--- src/pin_config_pkg.sv ---
package pin_config_pkg;

    // Clock rate and the input filter time.
    localparam int unsigned CLK_HZ = 100_000_000;
    localparam int unsigned FILTER_NS = 8000;
    // A least stable time, so the cycle count rounds up.
    localparam int unsigned FILTER_CYCLES = (FILTER_NS * (CLK_HZ / 1_000_000) + 999) / 1000;
    localparam int unsigned FILTER_CNT_W = $clog2(FILTER_CYCLES + 1);

    // Register indices; the byte address is four times the index.
    localparam int unsigned REG_COUNT = 5;
    localparam logic [7:0] PIN3_CONFIG_IDX = 8'h33;
    localparam logic [7:0] PIN4_CONFIG_IDX = 8'h34;
    localparam logic [7:0] PIN5_CONFIG_IDX = 8'h35;
    localparam logic [7:0] PIN_DRIVE_IDX = 8'h40;
    localparam logic [7:0] PIN_LEVEL_IDX = 8'h41;
    localparam logic [7:0] REG_IDX [REG_COUNT] = '{PIN3_CONFIG_IDX, PIN4_CONFIG_IDX,
        PIN5_CONFIG_IDX, PIN_DRIVE_IDX, PIN_LEVEL_IDX};
    localparam logic [2:0] SEL_DRIVE = 3'h3;
    localparam logic [2:0] SEL_LEVEL = 3'h4;
    localparam logic [2:0] SEL_NONE = 3'h7;

    // Configuration register layout and value after reset.
    localparam logic [7:0] CONFIG_RESET = 8'h0A;
    localparam int unsigned FUNC_LSB = 5;
    localparam int unsigned FUNC_W = 3;
    localparam int unsigned FILTER_BIT = 4;
    localparam int unsigned PULL_ON_BIT = 3;
    localparam int unsigned PULL_POL_BIT = 2;
    localparam int unsigned DRIVER_BIT = 1;
    localparam int unsigned OUTPUT_BIT = 0;

    // Function codes shared by all pins.
    localparam logic [2:0] FN_GPIO = 3'h0;
    localparam logic [2:0] FN_SLEEP_A = 3'h4;
    localparam logic [2:0] FN_SLEEP_B = 3'h5;
    localparam logic [2:0] FN_WAKE_A = 3'h6;
    localparam logic [2:0] FN_WAKE_B = 3'h7;
    // Function codes of single pins.
    localparam logic [2:0] FN3_I2C_DATA = 3'h1;
    localparam logic [2:0] FN3_SPI_OUT_A = 3'h2;
    localparam logic [2:0] FN3_SPI_OUT_B = 3'h3;
    localparam logic [2:0] FN4_ENABLE = 3'h1;
    localparam logic [2:0] FN4_WATCHDOG = 3'h2;
    localparam logic [2:0] FN4_MONITOR = 3'h3;
    localparam logic [2:0] FN5_SYNC_IN = 3'h1;
    localparam logic [2:0] FN5_SYNC_OUT = 3'h2;
    localparam logic [2:0] FN5_RESET_OUT = 3'h3;

    // Routed input bits and their idle values.
    localparam logic [8:0] ROUTE_RESET = 9'h061;

    // Bus responses.
    localparam logic [1:0] RESP_OKAY = 2'h0;
    localparam logic [1:0] RESP_SLVERR = 2'h2;

endpackage

--- src/pin_config_3_to_5.sv ---
// The AXI4-Lite slave port was decided locally.
module pin_config_3_to_5
    import pin_config_pkg::*;
#(
    parameter int unsigned ADDR_W = 12
) (
    // Clock and reset.
    input wire logic aclk,
    input wire logic aresetn,
    // AXI4-Lite write channels.
    input wire logic [ADDR_W-1:0] s_axi_awaddr,
    input wire logic s_axi_awvalid,
    output logic s_axi_awready,
    input wire logic [31:0] s_axi_wdata,
    input wire logic [3:0] s_axi_wstrb,
    input wire logic s_axi_wvalid,
    output logic s_axi_wready,
    output logic [1:0] s_axi_bresp,
    output logic s_axi_bvalid,
    input wire logic s_axi_bready,
    // AXI4-Lite read channels.
    input wire logic [ADDR_W-1:0] s_axi_araddr,
    input wire logic s_axi_arvalid,
    output logic s_axi_arready,
    output logic [31:0] s_axi_rdata,
    output logic [1:0] s_axi_rresp,
    output logic s_axi_rvalid,
    input wire logic s_axi_rready,
    // Nonvolatile defaults, loaded on a pulse.
    input wire logic nonvolatile_config_load,
    input wire logic [7:0] nonvolatile_config_pin3,
    input wire logic [7:0] nonvolatile_config_pin4,
    input wire logic [7:0] nonvolatile_config_pin5,
    // Pads; bit 0 is pin 3, bit 1 pin 4, bit 2 pin 5.
    input wire logic [2:0] pin_in,
    output logic [2:0] pin_out,
    output logic [2:0] pin_oe,
    output logic [2:0] pull_up_on,
    output logic [2:0] pull_down_on,
    // Pin 3 functions.
    output logic second_i2c_data_line,
    input wire logic second_i2c_data_drive_low,
    input wire logic spi_serial_data_out,
    // Pin 4 functions.
    output logic device_enable_in,
    output logic watchdog_trigger_in,
    output logic first_converter_monitor_in,
    // Pin 5 functions.
    output logic switching_sync_clock_in,
    input wire logic switching_sync_clock_out,
    input wire logic processor_reset_out_n,
    // Functions shared by all pins.
    output logic sleep_request_a_n,
    output logic sleep_request_b_n,
    output logic wakeup_input_a,
    output logic wakeup_input_b
);

    ////////////////////////////////////////////////////////////////////////////////
    // Address decode, shared by the write and read paths.
    function automatic logic [2:0] reg_sel(input logic [ADDR_W-1:0] a);
        reg_sel = SEL_NONE;
        for (int k = 0; k < REG_COUNT; k++) begin
            if (a == (ADDR_W'(REG_IDX[k]) << 2)) begin
                reg_sel = 3'(k);
            end
        end
    endfunction

    logic [7:0] cfg_ff [3];
    logic [7:0] nxt_cfg [3];
    logic [2:0] drive_ff, nxt_drive;
    logic aw_hold_ff, nxt_aw_hold, w_hold_ff, nxt_w_hold;
    logic [2:0] wsel_ff, nxt_wsel;
    logic [7:0] wdata_ff, nxt_wdata;
    logic wlane_ff, nxt_wlane;
    logic bvalid_ff, nxt_bvalid, rvalid_ff, nxt_rvalid;
    logic [1:0] bresp_ff, nxt_bresp, rresp_ff, nxt_rresp;
    logic [31:0] rdata_ff, nxt_rdata;
    logic do_write;
    logic [2:0] rsel;
    logic [2:0] sync1_ff, sync2_ff, filt_ff, nxt_filt, filter_active;
    logic [FILTER_CNT_W-1:0] cnt_ff [3];
    logic [FILTER_CNT_W-1:0] nxt_cnt [3];
    logic [2:0] fn [3];
    logic [2:0] out_ff, oe_ff, pu_ff, pd_ff, nxt_out, nxt_oe, nxt_pu, nxt_pd;
    logic [8:0] route_ff, nxt_route;

    ////////////////////////////////////////////////////////////////////////////////
    // Bus handshakes; address and data are taken in either order.
    assign s_axi_awready = !aw_hold_ff && !bvalid_ff;
    assign s_axi_wready = !w_hold_ff && !bvalid_ff;
    assign s_axi_arready = !rvalid_ff;
    assign s_axi_bvalid = bvalid_ff;
    assign s_axi_bresp = bresp_ff;
    assign s_axi_rvalid = rvalid_ff;
    assign s_axi_rresp = rresp_ff;
    assign s_axi_rdata = rdata_ff;
    assign do_write = aw_hold_ff && w_hold_ff && !bvalid_ff;
    assign rsel = reg_sel(s_axi_araddr);

    // Bus state and register contents; a nonvolatile load wins over a write.
    always_comb begin
        nxt_aw_hold = aw_hold_ff;
        nxt_w_hold = w_hold_ff;
        nxt_wsel = wsel_ff;
        nxt_wdata = wdata_ff;
        nxt_wlane = wlane_ff;
        nxt_bvalid = bvalid_ff && !s_axi_bready;
        nxt_bresp = bresp_ff;
        nxt_rvalid = rvalid_ff && !s_axi_rready;
        nxt_rdata = rdata_ff;
        nxt_rresp = rresp_ff;
        nxt_cfg = cfg_ff;
        nxt_drive = drive_ff;
        if (s_axi_awvalid && s_axi_awready) begin
            nxt_aw_hold = 1'b1;
            nxt_wsel = reg_sel(s_axi_awaddr);
        end
        if (s_axi_wvalid && s_axi_wready) begin
            nxt_w_hold = 1'b1;
            nxt_wdata = s_axi_wdata[7:0];
            nxt_wlane = s_axi_wstrb[0];
        end
        if (do_write) begin
            nxt_aw_hold = 1'b0;
            nxt_w_hold = 1'b0;
            nxt_bvalid = 1'b1;
            nxt_bresp = (wsel_ff == SEL_NONE) ? RESP_SLVERR : RESP_OKAY;
            if (wlane_ff && wsel_ff < SEL_DRIVE) begin
                nxt_cfg[wsel_ff[1:0]] = wdata_ff;
            end
            if (wlane_ff && wsel_ff == SEL_DRIVE) begin
                nxt_drive = wdata_ff[2:0];
            end
        end
        if (nonvolatile_config_load) begin
            nxt_cfg[0] = nonvolatile_config_pin3;
            nxt_cfg[1] = nonvolatile_config_pin4;
            nxt_cfg[2] = nonvolatile_config_pin5;
        end
        if (s_axi_arvalid && s_axi_arready) begin
            nxt_rvalid = 1'b1;
            nxt_rresp = RESP_OKAY;
            nxt_rdata = 32'h0000_0000;
            if (rsel < SEL_DRIVE) begin
                nxt_rdata[7:0] = cfg_ff[rsel[1:0]];
            end else if (rsel == SEL_DRIVE) begin
                nxt_rdata[2:0] = drive_ff;
            end else if (rsel == SEL_LEVEL) begin
                nxt_rdata[2:0] = filt_ff;
            end else begin
                nxt_rresp = RESP_SLVERR;
            end
        end
    end

    // Bus and register flip-flops.
    always_ff @(posedge aclk) begin
        if (!aresetn) begin
            aw_hold_ff <= 1'b0;
            w_hold_ff <= 1'b0;
            wsel_ff <= SEL_NONE;
            wdata_ff <= 8'h00;
            wlane_ff <= 1'b0;
            bvalid_ff <= 1'b0;
            bresp_ff <= RESP_OKAY;
            rvalid_ff <= 1'b0;
            rdata_ff <= 32'h0000_0000;
            rresp_ff <= RESP_OKAY;
            cfg_ff <= '{CONFIG_RESET, CONFIG_RESET, CONFIG_RESET};
            drive_ff <= 3'h0;
        end else begin
            aw_hold_ff <= nxt_aw_hold;
            w_hold_ff <= nxt_w_hold;
            wsel_ff <= nxt_wsel;
            wdata_ff <= nxt_wdata;
            wlane_ff <= nxt_wlane;
            bvalid_ff <= nxt_bvalid;
            bresp_ff <= nxt_bresp;
            rvalid_ff <= nxt_rvalid;
            rdata_ff <= nxt_rdata;
            rresp_ff <= nxt_rresp;
            cfg_ff <= nxt_cfg;
            drive_ff <= nxt_drive;
        end
    end

    ////////////////////////////////////////////////////////////////////////////////
    // Input filter: accept a change once it has held for the full filter time.
    always_comb begin
        for (int i = 0; i < 3; i++) begin
            fn[i] = cfg_ff[i][FUNC_LSB +: FUNC_W];
            filter_active[i] = cfg_ff[i][FILTER_BIT] && !cfg_ff[i][OUTPUT_BIT];
            nxt_filt[i] = filt_ff[i];
            nxt_cnt[i] = '0;
            if (!filter_active[i]) begin
                nxt_filt[i] = sync2_ff[i];
            end else if (sync2_ff[i] != filt_ff[i]) begin
                if (cnt_ff[i] == FILTER_CNT_W'(FILTER_CYCLES - 1)) begin
                    nxt_filt[i] = sync2_ff[i];
                end else begin
                    nxt_cnt[i] = cnt_ff[i] + 1'b1;
                end
            end
        end
    end

    // Synchronizer and filter flip-flops.
    always_ff @(posedge aclk) begin
        if (!aresetn) begin
            sync1_ff <= 3'h0;
            sync2_ff <= 3'h0;
            filt_ff <= 3'h0;
            cnt_ff <= '{'0, '0, '0};
        end else begin
            sync1_ff <= pin_in;
            sync2_ff <= sync1_ff;
            filt_ff <= nxt_filt;
            cnt_ff <= nxt_cnt;
        end
    end

    ////////////////////////////////////////////////////////////////////////////////
    // Pad drive and pulls; registered so a write changes each pad once.
    always_comb begin
        for (int i = 0; i < 3; i++) begin
            logic drv;
            logic val;
            logic od;
            drv = 1'b0;
            val = 1'b0;
            od = cfg_ff[i][DRIVER_BIT];
            if (fn[i] == FN_GPIO) begin
                drv = cfg_ff[i][OUTPUT_BIT];
                val = drive_ff[i];
            end else if (i == 0 && fn[i] == FN3_I2C_DATA) begin
                drv = 1'b1;
                val = !second_i2c_data_drive_low;
                od = 1'b1;
            end else if (i == 0 && (fn[i] == FN3_SPI_OUT_A || fn[i] == FN3_SPI_OUT_B)) begin
                drv = 1'b1;
                val = spi_serial_data_out;
            end else if (i == 2 && fn[i] == FN5_SYNC_OUT) begin
                drv = 1'b1;
                val = switching_sync_clock_out;
            end else if (i == 2 && fn[i] == FN5_RESET_OUT) begin
                drv = 1'b1;
                val = processor_reset_out_n;
            end
            nxt_oe[i] = drv && (!od || !val);
            nxt_out[i] = !od && val;
            nxt_pu[i] = cfg_ff[i][PULL_ON_BIT] && cfg_ff[i][PULL_POL_BIT];
            nxt_pd[i] = cfg_ff[i][PULL_ON_BIT] && !cfg_ff[i][PULL_POL_BIT];
        end
    end

    // Pad flip-flops.
    always_ff @(posedge aclk) begin
        if (!aresetn) begin
            out_ff <= 3'h0;
            oe_ff <= 3'h0;
            pu_ff <= 3'h0;
            pd_ff <= 3'h7;
        end else begin
            out_ff <= nxt_out;
            oe_ff <= nxt_oe;
            pu_ff <= nxt_pu;
            pd_ff <= nxt_pd;
        end
    end

    assign pin_out = out_ff;
    assign pin_oe = oe_ff;
    assign pull_up_on = pu_ff;
    assign pull_down_on = pd_ff;

    ////////////////////////////////////////////////////////////////////////////////
    // Route filtered pin levels to the functions that selected them; the monitor input carries only whether pin 4 selected it.
    always_comb begin
        nxt_route = ROUTE_RESET;
        nxt_route[0] = (fn[0] == FN3_I2C_DATA) ? filt_ff[0] : 1'b1;
        nxt_route[1] = (fn[1] == FN4_ENABLE) && filt_ff[1];
        nxt_route[2] = (fn[1] == FN4_WATCHDOG) && filt_ff[1];
        nxt_route[3] = (fn[1] == FN4_MONITOR);
        nxt_route[4] = (fn[2] == FN5_SYNC_IN) && filt_ff[2];
        for (int i = 0; i < 3; i++) begin
            if (fn[i] == FN_SLEEP_A && !filt_ff[i]) nxt_route[5] = 1'b0;
            if (fn[i] == FN_SLEEP_B && !filt_ff[i]) nxt_route[6] = 1'b0;
            if (fn[i] == FN_WAKE_A && filt_ff[i]) nxt_route[7] = 1'b1;
            if (fn[i] == FN_WAKE_B && filt_ff[i]) nxt_route[8] = 1'b1;
        end
    end

    // Routed input flip-flops.
    always_ff @(posedge aclk) begin
        if (!aresetn) begin
            route_ff <= ROUTE_RESET;
        end else begin
            route_ff <= nxt_route;
        end
    end

    assign second_i2c_data_line = route_ff[0];
    assign device_enable_in = route_ff[1];
    assign watchdog_trigger_in = route_ff[2];
    assign first_converter_monitor_in = route_ff[3];
    assign switching_sync_clock_in = route_ff[4];
    assign sleep_request_a_n = route_ff[5];
    assign sleep_request_b_n = route_ff[6];
    assign wakeup_input_a = route_ff[7];
    assign wakeup_input_b = route_ff[8];

    for (genvar g = 0; g < 3; g++) begin : g_chk

    end
endmodule

--- config.mk ---
export PLATFORM = sky130hd
export DESIGN_NAME = pin_config_3_to_5
export DESIGN_NICKNAME = d
export VERILOG_FILES = /design/src/pin_config_pkg.sv /design/src/pin_config_3_to_5.sv
export SDC_FILE = /design/constraint.sdc
export NUM_CORES = 1
export LEC_CHECK = 0
export BUFFER_PORTS_ARGS = -buffer_cell sky130_fd_sc_hd__buf_4
export CELL_PAD_IN_SITES_DETAIL_PLACEMENT = 1
export CELL_PAD_IN_SITES_GLOBAL_PLACEMENT = 1
export CORE_ASPECT_RATIO = 2
export CORE_MARGIN = 2
export CORE_UTILIZATION = 38
export DETAILED_ROUTE_END_ITERATION = 6
export PLACE_DENSITY_LB_ADDON = 0.1
export RECOVER_POWER = 25
export SLEW_MARGIN = 0
export SYNTH_ARGS = -nofsm -noshare
export SYNTH_HDL_FRONTEND = slang
export SYNTH_SLANG_ARGS = --single-unit
--- constraint.sdc ---
create_clock -name aclk -period 2.4 [get_ports aclk]
set_clock_uncertainty 0.05 [all_clocks]
set_input_delay 0.48 -clock aclk [delete_from_list [all_inputs] [get_ports aclk]]
set_output_delay 0.48 -clock aclk [all_outputs]
set_load 0.01 [all_outputs]
## Yosys cells after proc, flatten, opt, wreduce, memory -nomap -nowiden

Index checks and enable logic that the tools add are counted.

| word-level totals | value |
|---|---|
| memory bits (read-only) | 0 |
| memories kept | 0 |
| word-level logic and storage cells | 241 |
| output and inout port bits | 62 |
| register bits after elaboration | 115 |
| bits in latches | 0 |
| bits of input ports | 99 |
| RAM bits | 0 |

| cells by class | value |
|---|---|
| mux-type cells | 66 |
| add/sub/neg operators | 3 |
| shift operators | 0 |
| $mul | 0 |
| reductions and logical operators | 83 |
| bitwise logic cells | 9 |
| divide/modulo/power cells | 0 |
| order comparisons | 5 |
| eq/ne operators | 47 |

Operators with widths:

| cell | number |
|---|---|
| $eq A12 B8 Y1 const B | 6 |
| $mux W24 | 3 |
| $eq A12 B9 Y1 const B | 4 |
| $eq A3 B3 Y1 const B | 14 |
| $logic_and A1 B1 Y1 | 42 |
| $mux W1 | 39 |
| $mux W3 | 13 |
| $add A10 B1 Y10 const B | 3 |
| $eq A10 B10 Y1 const B | 3 |
| $bwmux W24 | 1 |
| $eq A3 B2 Y1 const B | 8 |
| $mux W8 | 3 |
| $logic_not A1 Y1 | 22 |
| $bmux W8 S2 | 1 |
| $demux W8 S2 | 1 |
| $ne A2 B1 Y1 const B | 6 |
| $reduce_and A2 Y1 | 6 |
| $reduce_or A4 Y1 | 3 |
| $eq A3 B1 Y1 const B | 3 |
| $logic_not A3 Y1 | 3 |
| $mux W2 | 4 |
| $not A1 Y1 | 7 |
| $ge A3 B3 Y1 const B | 2 |
| $lt A3 B2 Y1 const B | 2 |
| 7 further kinds | 14 |

## Depth between registers and ports, before layout

| logic depth | value |
|---|---|
| depth after elaboration | 11 |
| mapped depth | 6 |
| mapped depth without buffers | 5 |

## Worst setup path before layout

Ideal clock, no wire load.

| path | value |
|---|---|
| path type | input-to-reg |
| start | input port s_axi_araddr[11] |
| end | register rdata_ff[3] (netlist: s_axi_rdata[3]) |
| cell stages on the path | 5 |
| buffers on the path | 1 |
| arrival | 2.021 ns |
| setup slack | 0.249 ns |
| setup time | 0.080 ns |
| cell sequence | or4_1 buf_2 a2111oi_4 o2111ai_2 o211ai_1 |

| between the ends | value |
|---|---|
| word-level cells in the longest chain between the ends | 11 |
| elaborated cells between the ends (all ways) | 16 |
| those cells by class | 1 x order compare; 5 x eq/ne; 9 x mux; 1 x bitwise |

Ends and longest elaborated chain:

| item | line | text |
|---|---|---|
| start, declared | pin_config_3_to_5.sv:22 | `input wire logic [ADDR_W-1:0] s_axi_araddr,` |
| $eq A12 B8 Y1 | pin_config_3_to_5.sv:64 | `if (a == (ADDR_W'(REG_IDX[k]) << 2)) begin` |
| $mux W3 (4 in series) | pin_config_3_to_5.sv:64 |  |
| $mux W3 * | pin_config_3_to_5.sv:64 |  |
| $not A2 Y3 (implied by the code) | pin_config_3_to_5.sv:147 | `nxt_rdata[7:0] = cfg_ff[rsel[1:0]];` |
| $bmux W8 S2 | pin_config_3_to_5.sv:147 |  |
| $mux W8 (implied by the code) (2 in series) | pin_config_3_to_5.sv:147 |  |
| $mux W5 * | pin_config_3_to_5.sv:146 | `if (rsel < SEL_DRIVE) begin` |
| end signal, assigned | pin_config_3_to_5.sv:182 | `rdata_ff <= nxt_rdata;` |
| end, declared | pin_config_3_to_5.sv:79 | `logic [31:0] rdata_ff, nxt_rdata;` |

Mark *: on every way between the ends. The rest lies on a longest branch, timed or not. The select of a mux whose other input is x is not followed.
A chain may end at the register's enable or synchronous reset.

==> results.cfg <==
[finish]
final_nets = 803
diodes = 0
drive_above_1_share_pct = 22.0
n_fill_cell = 1606
fin_cells = 869
post-route-util_pct = 49.6
area_growth_pct = 28.0

[worst_setup_path]
cpPeakStageDelay_ns = 0.89
critPathMaxFanout = 23
worst_setup_path_start_kind = primary input
cp_num_buf_inv = 3
path_cells = clkbuf_1 > inv_1 > clkbuf_1 > nor2_1 > a21oi_1
crit_type = primary input to flip-flop
cp_data_arrival_time_ns = 2.28
crit_path_frequent_cell = clkbuf_1
slowest_stage = clkbuf_1
cp_data_required_time_ns = 2.69
end_kind = flip-flop
critical-path-top-delay-family = buffers and inverters

[floorplanning]
initial_core_util_pct = 38.7
num_rows = 60
core_um2 = 13400
pin_count = 161
die_area_um2 = 14600
chipWidth_um = 86.5
die_h_um = 169

[clock_tree]
h-tree-depth = 4
post_cts.repair.setup_buffers = 0
ctsResizeCount = 0
cts_sinks = 113
cts_made_buffers = 17
cts_tree = done
clockRootBuffer = clkbuf_16
clock_latency_ns = 0.42
clockBufferDepth = 2
clkTransAtPathRegs_ns = 0.06
ctsHoldBuffers = 0

[drt]
routed_wirelength_um = 15900
post_drt_wl_per_cell_um = 18.3
first_iter_violations = 129
dr.pass1.iters = 4
avgViaCountPerCell = 5.45
vias = 4733
detail-route-antenna-nets = 0
drcViolationCount = 0

[synth]
synth.distinct_cells = 61
synth_flop_cell = dfxtp_1
synth_seq_cells = 113
syn_inst = 587
synth-edff-count = 0
syn_avg_cell_area_um2 = 8.81
synth_top_area_share_pct = 43.7
synth_area_leaders = dfxtp_1 (44%), mux2i_1 (6.2%), nor2_1 (4.1%), buf_4 (3.8%), a21oi_1 (3.2%)
yosysTopAreaCell = dfxtp_1
syn_area_um2 = 5170
yosys_warnings = 0
yosysSeqAreaShare_pct = 43.7
async_reset_ff_share_pct = 0

[power_and_ir_drop]
peakVddDrop_mv = 0.513
p_leak_uw = 0.00264
cellPowerDensity_nw_per_um2 = 739

[sta]
finalHoldViolCount = 0
slew_viol_final = 0
layout_worst_path_cycle_share_pct = 82.9
finalSetupViolCount = 0
fmax_mhz = 502
worst_pin_slew_ns = 1.14
fin_crit_ns = 1.99
rsz0062_at_grt = false
relSlewSlack_pct = 24.2

[run]
maxCapViolCount = 0

[min_path]
hp-class = primary input to flip-flop

[global_route]
grt_max_degree = 44
grt.overflow.total = 0
grt_pass1_vias = 5061
antenna_found_initial = 0
grt_pass1_wl_um = 24600
gr-usage-all-layers_pct = 22.0

[placement]
gp_congestion = 0.828
place_inst = 837
dp_hpwl_um = 12400
portBuffers = 107

[run_status]
status = finished clean
registers in the layout, indices dropped and copies added, names as in the netlist:
name          count
aw_hold_ff        1
cfg_ff           24
cnt_ff           30
drive_ff          3
filt_ff           3
pin_oe            3
pin_out           3
pull_down_on      3
pull_up_on        3
route_ff          9
s_axi_bresp       1
s_axi_bvalid      1
s_axi_rdata       8
s_axi_rresp       1
s_axi_rvalid      1
sync1_ff          3
sync2_ff          3
w_hold_ff         1
wdata_ff          8
wlane_ff          1
wsel_ff           3
worst reg2reg max path, cell delays in order, from the launching register on:
cell and delay (ns):
dfxtp_1 0.33, ha_1 0.24, and4_1 0.24, a311oi_1 0.41
nand3_1 0.39, nor2_1 0.21
per-layer routing:
metal  global-route usage (%)  part of all wire (%)  up-vias  routed length, um
met5                        0                     0        -                  0
met4                     12.0                   4.3        0                688
met3                     4.39                   3.7       44                585
met2                     43.0                    58      124               9140
met1                     20.3                    34     2295               5450
li1                         -                     -     2270                  -
stage by stage:
stage	worst slack (ns)	total power (uW)	instance area (um2)	TNS, ns	hold slack, ns
after CTS	0.412	4940	6660	0	0.203
after detailed placement	-0.0129	2520	6080	-0.0129	0.379
final	0.409	4890	6620	0	0.218
after global routing	0.216	5070	6620	0	0.225
after global placement	0.0673	2500	6080	0	0.374
after floorplan	0.249	2310	5270	0	0.362
kinds of logic (layout without fill, tap and decap cells):
family	after synthesis	in the layout	synth area share, %
AO/OA/AOI/OAI	111	111	14.1
adder cells (fa/ha/maj)	3	3	0.726
buffers and inverters	74	176	7.31
multiplexers	32	32	6.19
flip-flops	113	113	43.7
AND/OR/NAND/NOR	226	226	23.3
XOR/XNOR	27	27	4.57
other	1	26	0.0725
synth_stat cells (9+ instances only):
| cell | n |
|---|---|
| nand2b_1 | 12 |
| a31oi_1 | 10 |
| a21oi_1 | 33 |
| nor2_1 | 56 |
| nand3_1 | 26 |
| xnor2_1 | 10 |
| dfxtp_1 | 113 |
| nand2_1 | 39 |
| buf_4 | 26 |
| clkbuf_1 | 21 |
| mux2i_1 | 32 |
| nor3_1 | 15 |
| nor4_1 | 9 |
| nand4_1 | 12 |
| inv_1 | 21 |
| o21ai_0 | 24 |
| xor2_1 | 17 |
layout by cell type (no fill, tap or decap), types with 4 or more instances in the layout:
cell,Yosys,layout
a211oi_1,8,8
mux2i_1,32,32
nor3_1,15,15
clkinvlp_4,0,5
nor2b_1,6,6
buf_4,26,114
nand2b_1,12,12
a31oi_1,10,10
a21oi_1,33,33
inv_1,21,21
nor4_1,9,9
nor2_1,56,56
clkbuf_16,0,17
and3_1,8,8
nand3_1,26,26
o21ai_0,24,24
conb_1,1,26
nor4b_1,7,7
nand2_1,39,39
o211ai_1,8,8
xnor2_1,10,10
o22ai_1,4,4
clkbuf_1,21,9
a22o_1,5,5
and2_1,7,4
dfxtp_1,113,113
nand4_1,12,12
xor2_1,17,17
worst paths after layout:
check	startpoint	endpoint	slack, ns	depth (start not counted)
min reg2reg	sync1_ff[0]	sync2_ff[0]	0.39	1
max	aresetn	cfg_ff[17]	0.41	5
max reg2reg	cnt_ff[20]	cnt_ff[27]	0.46	5
min	pin_in[0]	sync1_ff[0]	0.22	2
final cells by class:
type | instances | area [um2] | area share, %
clock inverters | 14 | 133 | 2.00
repair buffers | 123 | 890 | 13.4
well taps | 155 | 194 | 2.93
inverters | 21 | 78.8 | 1.19
clock buffers | 18 | 439 | 6.63
flip-flops and latches | 113 | 2260 | 34.2
multi-input cells | 425 | 2630 | 39.6
power breakdown:
group | internal [uW] | switching [uW]
clock network | 1460 | 959
registers | 1950 | 91.3
logic | 199 | 232
total | 3610 | 1280
No activity file was read; power rests on OpenSTA's default activity.
